[src/core/fsfl_regs.vh]
`ifndef FSFL_REGS_VH
`define FSFL_REGS_VH

// Register byte offsets.
`define FSFL_RX_END_OFS 8'hc8
`define FSFL_TX_END_OFS 8'hcc
`define FSFL_WMARK_OFS 8'hd0
`define FSFL_RX_OCC_OFS 8'hd4
`define FSFL_TX_OCC_OFS 8'hd8
`define FSFL_IDLE_FAST_OFS 8'he0
`define FSFL_IDLE_SLOW_OFS 8'he4
`define FSFL_ACT_FAST_OFS 8'he8
`define FSFL_ACT_SLOW_OFS 8'hec
`define FSFL_SLOW_STEP 8'h04

// Buffer end fields and resets.
`define FSFL_RX_END_W 7
`define FSFL_TX_END_W 6
`define FSFL_RX_END_RST 7'h17
`define FSFL_TX_END_RST 6'h17
`define FSFL_END_LOW_FILL 7'h7f

// Watermark fields.
`define FSFL_WM_W 7
`define FSFL_WM_ON_LSB 0
`define FSFL_WM_OFF_LSB 8
`define FSFL_WM_RST 7'h00
`define FSFL_WM_UNIT_SHIFT 9

// Occupancy fields.
`define FSFL_OCC_W 16
`define FSFL_OCC_TOT_LSB 16
`define FSFL_OCC_MAX 16'hffff

// Latency tolerance fields.
`define FSFL_TOL_W 12
`define FSFL_TOL_HI_LSB 16
`define FSFL_TOL_LO_LSB 0
`define FSFL_TOL_RST 12'h000
`define FSFL_TOL_N 6

// Link speed codes.
`define FSFL_SPD_TEN 2'h0
`define FSFL_SPD_HUNDRED 2'h1
`define FSFL_SPD_GIG 2'h2

`endif

[src/core/fsfl_core.v]
`timescale 1ns/1ps
`include "fsfl_regs.vh"

module fsfl_core #(
  parameter RX_END_W = `FSFL_RX_END_W,
  parameter TX_END_W = `FSFL_TX_END_W,
  parameter OCC_W = `FSFL_OCC_W,
  parameter TOL_W = `FSFL_TOL_W
) (
  input wire sys_clk,
  input wire rst,
  input wire [7:0] reg_addr,
  input wire [31:0] reg_wdata,
  input wire reg_wr,
  input wire reg_rd,
  output reg [31:0] reg_rdata,
  input wire [OCC_W-1:0] usb_side_rx_bytes,
  input wire [OCC_W-1:0] rx_frame_buffer_bytes,
  input wire [OCC_W-1:0] usb_side_tx_bytes,
  input wire [OCC_W-1:0] tx_frame_buffer_bytes,
  input wire pause_send_enable,
  output reg pause_request,
  output reg [RX_END_W+6:0] rx_buffer_last_dword,
  output reg [TX_END_W+6:0] tx_buffer_last_dword,
  input wire [1:0] link_speed,
  input wire ltm_idle,
  output reg [TOL_W-1:0] tolerance_value,
  input wire image_load,
  input wire image_present,
  input wire [`FSFL_TOL_N*TOL_W-1:0] image_tolerances,
  input wire usb_bus_reset,
  input wire light_soft_reset
);

  // Tolerance field order in the flat vectors below:
  // 0 idle gig, 1 idle hundred, 2 idle ten, 3 active gig, 4 active hundred, 5 active ten.
  localparam NTOL = `FSFL_TOL_N;

  reg [RX_END_W-1:0] rx_end_q;
  reg [TX_END_W-1:0] tx_end_q;
  reg [`FSFL_WM_W-1:0] wm_on_q;
  reg [`FSFL_WM_W-1:0] wm_off_q;
  reg [NTOL*TOL_W-1:0] tol_q;
  reg [NTOL*TOL_W-1:0] image_q;
  reg image_valid_q;
  reg pause_d;
  reg [31:0] rdata_d;
  reg [TOL_W-1:0] tol_sel;
  reg [TOL_W-1:0] idle_sel;
  reg [TOL_W-1:0] act_sel;

  wire wr_rx_end;
  wire wr_tx_end;
  wire wr_wm;
  wire restore;
  // Address decode, one line per register.
  wire hit_rx_end;
  wire hit_tx_end;
  wire hit_wm;
  wire hit_rx_occ;
  wire hit_tx_occ;
  wire hit_idle_fast;
  wire hit_idle_slow;
  wire hit_act_fast;
  wire hit_act_slow;
  // Flow-control mark compares.
  wire at_on_mark;
  wire at_off_mark;
  wire [OCC_W-`FSFL_WM_UNIT_SHIFT-1:0] rx_units;
  wire [OCC_W:0] rx_tot_sum;
  wire [OCC_W:0] tx_tot_sum;
  wire [OCC_W-1:0] rx_tot;
  wire [OCC_W-1:0] tx_tot;
  wire [TOL_W-1:0] idle_gig;
  wire [TOL_W-1:0] idle_hundred;
  wire [TOL_W-1:0] idle_ten;
  wire [TOL_W-1:0] act_gig;
  wire [TOL_W-1:0] act_hundred;
  wire [TOL_W-1:0] act_ten;

  // Read words, assembled once per register.
  wire [31:0] word_rx_end;
  wire [31:0] word_tx_end;
  wire [31:0] word_wmark;
  wire [31:0] word_rx_occ;
  wire [31:0] word_tx_occ;
  wire [31:0] word_idle_fast;
  wire [31:0] word_idle_slow;
  wire [31:0] word_act_fast;
  wire [31:0] word_act_slow;

  // Decode is an exact byte match: an unaligned or partial address hits nothing,
  // so a stray access can never alias onto a neighbouring register.
  assign hit_rx_end = (reg_addr == `FSFL_RX_END_OFS);
  assign hit_tx_end = (reg_addr == `FSFL_TX_END_OFS);
  assign hit_wm = (reg_addr == `FSFL_WMARK_OFS);
  assign hit_rx_occ = (reg_addr == `FSFL_RX_OCC_OFS);
  assign hit_tx_occ = (reg_addr == `FSFL_TX_OCC_OFS);
  assign hit_idle_fast = (reg_addr == `FSFL_IDLE_FAST_OFS);
  assign hit_idle_slow = (reg_addr == `FSFL_IDLE_SLOW_OFS);
  assign hit_act_fast = (reg_addr == `FSFL_ACT_FAST_OFS);
  assign hit_act_slow = (reg_addr == `FSFL_ACT_SLOW_OFS);

  // The occupancy registers have no write path; a write there falls through.
  assign wr_rx_end = reg_wr && hit_rx_end;
  assign wr_tx_end = reg_wr && hit_tx_end;
  assign wr_wm = reg_wr && hit_wm;
  // Either reset source restores the same image; they are not told apart.
  assign restore = usb_bus_reset || light_soft_reset;

  // Buffer end registers; only the field bits are stored.
  // The two ends are kept apart so that resizing one never disturbs the other.
  always @(posedge sys_clk) begin
    if (rst) begin
      rx_end_q <= `FSFL_RX_END_RST;
    end else if (wr_rx_end) begin
      rx_end_q <= reg_wdata[RX_END_W-1:0];
    end
  end

  always @(posedge sys_clk) begin
    if (rst) begin
      tx_end_q <= `FSFL_TX_END_RST;
    end else if (wr_tx_end) begin
      tx_end_q <= reg_wdata[TX_END_W-1:0];
    end
  end

  // The size is applied at once; the datapath is assumed halted while it changes
  // and flushed afterwards, so no attempt is made to relocate stored data.
  always @(posedge sys_clk) begin
    if (rst) begin
      rx_buffer_last_dword <= {`FSFL_RX_END_RST, `FSFL_END_LOW_FILL};
    end else begin
      rx_buffer_last_dword <= {rx_end_q, `FSFL_END_LOW_FILL};
    end
  end

  always @(posedge sys_clk) begin
    if (rst) begin
      tx_buffer_last_dword <= {`FSFL_TX_END_RST, `FSFL_END_LOW_FILL};
    end else begin
      tx_buffer_last_dword <= {tx_end_q, `FSFL_END_LOW_FILL};
    end
  end

  // Watermarks.
  // Each mark is its own register; a write always updates both together.
  always @(posedge sys_clk) begin
    if (rst) begin
      wm_on_q <= `FSFL_WM_RST;
    end else if (wr_wm) begin
      wm_on_q <= reg_wdata[`FSFL_WM_ON_LSB +: `FSFL_WM_W];
    end
  end

  always @(posedge sys_clk) begin
    if (rst) begin
      wm_off_q <= `FSFL_WM_RST;
    end else if (wr_wm) begin
      wm_off_q <= reg_wdata[`FSFL_WM_OFF_LSB +: `FSFL_WM_W];
    end
  end

  // The occupancy input already counts each frame rounded up to a DWORD plus its
  // command words and checksums; this block only compares it.
  assign rx_units = rx_frame_buffer_bytes[OCC_W-1:`FSFL_WM_UNIT_SHIFT];
  // The marks compare whole 512-byte units; a partly filled unit does not count.
  assign at_on_mark = (rx_units >= wm_on_q);
  assign at_off_mark = (rx_units <= wm_off_q);

  // When both marks are met at once (off mark not below the on mark) the on
  // condition wins, so a misprogrammed pair errs toward protecting the buffer.
  always @* begin
    pause_d = pause_request;
    if (!pause_send_enable) begin
      pause_d = 1'b0;
    end else if (at_on_mark) begin
      pause_d = 1'b1;
    end else if (at_off_mark) begin
      pause_d = 1'b0;
    end
  end

  always @(posedge sys_clk) begin
    if (rst) begin
      pause_request <= 1'b0;
    end else begin
      pause_request <= pause_d;
    end
  end

  // Totals saturate rather than wrap so a reading never looks emptier than it is.
  assign rx_tot_sum = {1'b0, usb_side_rx_bytes} + {1'b0, rx_frame_buffer_bytes};
  assign tx_tot_sum = {1'b0, usb_side_tx_bytes} + {1'b0, tx_frame_buffer_bytes};
  assign rx_tot = rx_tot_sum[OCC_W] ? `FSFL_OCC_MAX : rx_tot_sum[OCC_W-1:0];
  assign tx_tot = tx_tot_sum[OCC_W] ? `FSFL_OCC_MAX : tx_tot_sum[OCC_W-1:0];

  // Latency tolerance image shadow: remembers the last loaded image for restores.
  always @(posedge sys_clk) begin
    if (rst) begin
      image_valid_q <= 1'b0;
      image_q <= {NTOL*TOL_W{1'b0}};
    end else if (image_load) begin
      image_valid_q <= image_present;
      image_q <= image_present ? image_tolerances : {NTOL*TOL_W{1'b0}};
    end
  end

  // One field per generate entry; address and position follow the field order.
  genvar k;
  generate
    for (k = 0; k < NTOL; k = k + 1) begin : g_tol
      localparam [7:0] BASE = (k < 3) ? `FSFL_IDLE_FAST_OFS : `FSFL_ACT_FAST_OFS;
      localparam [7:0] ADDR = ((k % 3) == 2) ? BASE + `FSFL_SLOW_STEP : BASE;
      localparam LSB = ((k % 3) == 0) ? `FSFL_TOL_HI_LSB : `FSFL_TOL_LO_LSB;
      wire wr_hit;
      wire [TOL_W-1:0] load_val;
      wire [TOL_W-1:0] restore_val;
      assign wr_hit = reg_wr && (reg_addr == ADDR);
      assign load_val = image_present ? image_tolerances[k*TOL_W +: TOL_W] : `FSFL_TOL_RST;
      assign restore_val = image_valid_q ? image_q[k*TOL_W +: TOL_W] : `FSFL_TOL_RST;
      // A reload from the image beats a software write in the same cycle,
      // so a reset arriving with an access cannot leave a half-written field.
      always @(posedge sys_clk) begin
        if (rst) begin
          tol_q[k*TOL_W +: TOL_W] <= `FSFL_TOL_RST;
        end else if (image_load) begin
          tol_q[k*TOL_W +: TOL_W] <= load_val;
        end else if (restore) begin
          tol_q[k*TOL_W +: TOL_W] <= restore_val;
        end else if (wr_hit) begin
          tol_q[k*TOL_W +: TOL_W] <= reg_wdata[LSB +: TOL_W];
        end
      end
    end
  endgenerate

  assign idle_gig = tol_q[0*TOL_W +: TOL_W];
  assign idle_hundred = tol_q[1*TOL_W +: TOL_W];
  assign idle_ten = tol_q[2*TOL_W +: TOL_W];
  assign act_gig = tol_q[3*TOL_W +: TOL_W];
  assign act_hundred = tol_q[4*TOL_W +: TOL_W];
  assign act_ten = tol_q[5*TOL_W +: TOL_W];

  // Speed is resolved within each state first, then the state picks between the two.
  // An unknown speed code falls back to the slowest value.
  always @* begin
    idle_sel = idle_ten;
    case (link_speed)
      `FSFL_SPD_GIG: begin
        idle_sel = idle_gig;
      end
      `FSFL_SPD_HUNDRED: begin
        idle_sel = idle_hundred;
      end
      `FSFL_SPD_TEN: begin
        idle_sel = idle_ten;
      end
      default: begin
        idle_sel = idle_ten;
      end
    endcase
  end

  always @* begin
    act_sel = act_ten;
    case (link_speed)
      `FSFL_SPD_GIG: begin
        act_sel = act_gig;
      end
      `FSFL_SPD_HUNDRED: begin
        act_sel = act_hundred;
      end
      `FSFL_SPD_TEN: begin
        act_sel = act_ten;
      end
      default: begin
        act_sel = act_ten;
      end
    endcase
  end

  always @* begin
    tol_sel = ltm_idle ? idle_sel : act_sel;
  end

  always @(posedge sys_clk) begin
    if (rst) begin
      tolerance_value <= `FSFL_TOL_RST;
    end else begin
      tolerance_value <= tol_sel;
    end
  end

  // Whole read words; reserved bits are tied to zero here, once, for every register.
  assign word_rx_end = {{(32-RX_END_W){1'b0}}, rx_end_q};
  assign word_tx_end = {{(32-TX_END_W){1'b0}}, tx_end_q};
  assign word_wmark = {{(32-`FSFL_WM_OFF_LSB-`FSFL_WM_W){1'b0}}, wm_off_q,
    {(`FSFL_WM_OFF_LSB-`FSFL_WM_W){1'b0}}, wm_on_q};
  assign word_rx_occ = {rx_tot, usb_side_rx_bytes};
  assign word_tx_occ = {tx_tot, usb_side_tx_bytes};
  assign word_idle_fast = {{(32-`FSFL_TOL_HI_LSB-TOL_W){1'b0}}, idle_gig,
    {(`FSFL_TOL_HI_LSB-TOL_W){1'b0}}, idle_hundred};
  assign word_idle_slow = {{(32-TOL_W){1'b0}}, idle_ten};
  assign word_act_fast = {{(32-`FSFL_TOL_HI_LSB-TOL_W){1'b0}}, act_gig,
    {(`FSFL_TOL_HI_LSB-TOL_W){1'b0}}, act_hundred};
  assign word_act_slow = {{(32-TOL_W){1'b0}}, act_ten};

  // Read select; an unmapped address leaves the word at zero.
  always @* begin
    rdata_d = 32'h00000000;
    if (hit_rx_end) begin
      rdata_d = word_rx_end;
    end
    if (hit_tx_end) begin
      rdata_d = word_tx_end;
    end
    if (hit_wm) begin
      rdata_d = word_wmark;
    end
    if (hit_rx_occ) begin
      rdata_d = word_rx_occ;
    end
    if (hit_tx_occ) begin
      rdata_d = word_tx_occ;
    end
    if (hit_idle_fast) begin
      rdata_d = word_idle_fast;
    end
    if (hit_idle_slow) begin
      rdata_d = word_idle_slow;
    end
    if (hit_act_fast) begin
      rdata_d = word_act_fast;
    end
    if (hit_act_slow) begin
      rdata_d = word_act_slow;
    end
  end

  // Read data stand only in the cycle after the strobe, zero otherwise.
  always @(posedge sys_clk) begin
    if (rst) begin
      reg_rdata <= 32'h00000000;
    end else if (reg_rd) begin
      reg_rdata <= rdata_d;
    end else begin
      reg_rdata <= 32'h00000000;
    end
  end

endmodule

[config.mk]
export PLATFORM = sky130hd
export DESIGN_NAME = fsfl_core
export DESIGN_NICKNAME = d
export VERILOG_FILES = /design/src/core/fsfl_core.v
export VERILOG_INCLUDE_DIRS = /design/src /design/src/core
export SDC_FILE = /design/constraint.sdc
export NUM_CORES = 1
export LEC_CHECK = 0
export BUFFER_PORTS_ARGS = -buffer_cell sky130_fd_sc_hd__buf_2
export CAP_MARGIN = 30
export CORE_MARGIN = 4
export CORE_UTILIZATION = 45
export DETAILED_ROUTE_END_ITERATION = 16
export PLACE_DENSITY = 0.75
export SLEW_MARGIN = 10
export SYNTH_ARGS = -nofsm -noshare
export SYNTH_HDL_FRONTEND = slang
export SYNTH_SLANG_ARGS = --single-unit
[constraint.sdc]
create_clock -name sys_clk -period 4 [get_ports sys_clk]
set_input_delay 0.8 -clock sys_clk [delete_from_list [all_inputs] [get_ports sys_clk]]
set_output_delay 0.8 -clock sys_clk [all_outputs]
set_load 0.01 [all_outputs]
==> impl_metrics.tcl <==
set metrics [dict create \
    status "completed" \
    start_util_pct 46.2 \
    clock_latency_ps 540 \
    clock_sinks 230 \
    routed_wirelength_mm 40.8 \
    grt_pass1_vias 10700 \
    postRouteAntennaNets 0 \
    globalplace.congestion 0.962 \
    synth.most_common_cell "dfxtp_1" \
    synth_top_cell_by_area "dfxtp_1" \
    clock_path_buffers 3 \
    track_usage_pct 26.5 \
    worst_pin_slew_ps 908 \
    drt-initial-drc-count 1236 \
    synthArstFlopShare_pct 0 \
    finalHoldViolations 0 \
    fill_cells 2353 \
    hold_depth 2 \
    drv_cap 0 \
    grt_pass1_wl_mm 60.8 \
    cp-start-kind "input pin" \
    cts_setup_buffers 0 \
    grt_max_degree 94 \
    arrival_ps 3490 \
    syn_to_final_growth_pct 18.6 \
    drv_slew 0 \
    cts_tree "done" \
    dp.cells 1892 \
    antenna_found_initial 0 \
    clock.fmax_mhz 325 \
    busiest_layer "met2" \
    cts_hold_buffers 0 \
    critPathKind "input pin to flip-flop" \
    core.rowCount 58 \
    gr-total-overflow 0 \
    ys_warn_count 0 \
    p_per_area_nw_per_um2 399 \
    route.detailed.drc 0 \
    avgSynthCellArea_um2 8.39 \
    synth_edf_count 0 \
    ys_types 65 \
    rr_worst_depth 9 \
    path_clk_slew_ps 60 \
    fin_tns_setup_ps 0 \
    ir_worst_vdd_v 0.000266 \
    clockRootBuffer "clkbuf_16" \
    die-area_um2 28800 \
    cts_resized 0 \
    slowest_delay_ps 430 \
    grt.met1_usage_pct 36.2 \
    critPathBufInv 1 \
    cts_htree_levels 1 \
    die_w_um 170 \
    ys_seq_area_share_pct 39.1 \
    stdcell_area_um2 14000 \
    critical_path.max_fanout 7 \
    crit_required_ps 4410 \
    synth_flop_cell "dfxtp_1" \
    dr.pass1.iters 6 \
    total_leakage_power_nw 5.64 \
    fin_crit_sh_pct 77.0 \
    vias_per_cell 6.06 \
    nets 1827 \
    syn_inst 1404 \
    synth.top_cells.by_area "dfxtp_1 (39%), a21oi_1 (6.8%), a221oi_1 (6.4%)" \
    vias 11700 \
    wire_per_inst_um 21.1 \
    synth_top_area_share_pct 39.1 \
    drive_gt1_share_pct 21.1 \
    finalSetupViolCount 0 \
    path_depth 11 \
    dp_slack_ps 397 \
    diodes 0 \
    coreArea_um2 25500 \
    crit_chain "buf_2 > ha_1 > fa_1 > a211oi_1 > o21ai_1 > o211a_1 > o41ai_2 > o21a_1 > a21oi_1 > o221ai_1 > o21ai_1" \
    fin_util_pct 54.8 \
    grt_use_met3_pct 4.50 \
    critical-path-top-delay-family "compound AO/OA/AOI/OAI gates" \
    final_cells 1936 \
    finalCriticalPeriod_ps 3080 \
    cpMostUsedCell "o21ai_1" \
    met2_usage_pct 42.6 \
    slowest_stage "fa_1" \
    hold_path_class "flip-flop to flip-flop" \
    port_buffers 240 \
    total_power_mw 5.58 \
    yosys_register_bits 230 \
    ioPinCount 260 \
    place_area_um2 13100 \
    max_slew_margin_pct 39.5 \
    place_hpwl_mm 30.5 \
    critPathCaptureType "flip-flop" \
    rsz0062_at_grt "no" \
    cts_buffers 25 \
    synth_common_cells "dfxtp_1 (230), nor2_1 (179), a21oi_1 (160), clkbuf_1 (90), a221oi_1 (86)" \
    skew_ps 9.66 \
    fin_ws_ps 918 \
    hold_ws_ps 457 \
    syn_area_um2 11800 \
    die_y_um 170 \
]
-- worst reg2reg max path, delay by kind of cell, from the launching register on --
kind	cells	cell delay (ps)
compound gates	6	1080
flops	1	360
fa+ha+maj	1	250
simple gates	2	210
-- cell usage in the layout (no fill, tap or decap), types with 48 or more instances in the layout --
| master | netlist | final |
|---|---|---|
| nor2_1 | 179 | 177 |
| a21oi_1 | 160 | 160 |
| dfxtp_1 | 230 | 230 |
| ha_1 | 48 | 48 |
| a211oi_1 | 79 | 79 |
| buf_2 | 10 | 239 |
| a221oi_1 | 86 | 86 |
| nor2b_1 | 71 | 71 |
| o21ai_0 | 51 | 51 |
| nand2_1 | 76 | 76 |
-- worst paths after layout --
path / start / endpoint / slack (ps)
setup / recovery: usb_side_rx_bytes[0] / reg_rdata[19] / 920
hold / removal: wm_on_q[1] / wm_on_q[1] / 460
setup reg to reg: wm_on_q[0] / pause_request / 1950
hold reg to reg: wm_on_q[1] / wm_on_q[1] / 460
-- kinds of logic after synthesis --
group | synth area share (%)
compound gates | 29.0
simple gates | 17.6
flops | 39.1
buf+inv | 5.11
fa+ha+maj | 5.44
mux | 2.18
xor+xnor | 1.56
other cells | 0.0319
-- state kept, by name (all words and copies together), names as in the netlist, 12 cells and up --
register,count
image_q,72
tolerance_value,12
reg_rdata,32
idle_gig,12
idle_ten,12
act_ten,12
act_gig,12
idle_hundred,12
act_hundred,12
-- power by group --
group          switching (mW)  internal [mW]
Sequential             0.0723           2.38
Clock                   0.982           1.35
Combinational           0.482          0.312
Total                    1.54           4.04
-- routing by layer --
metal / up-vias / part of all wire [%]
met4: 0 / 3.9
met2: 582 / 46
met3: 114 / 8.9
li1: 5507 / -
met1: 5537 / 41
met5: - / 0
-- final cells by class --
class | count | area, um2 | area share [%]
repair buffers | 264 | 1390 | 9.94
flip-flops and latches | 230 | 4600 | 33.0
clock inverters | 14 | 143 | 1.02
clock buffers | 30 | 684 | 4.90
multi-input cells | 1046 | 6650 | 47.6
well taps | 330 | 413 | 2.96
inverters | 22 | 82.6 | 0.592
(Power assumes the default switching activity.)
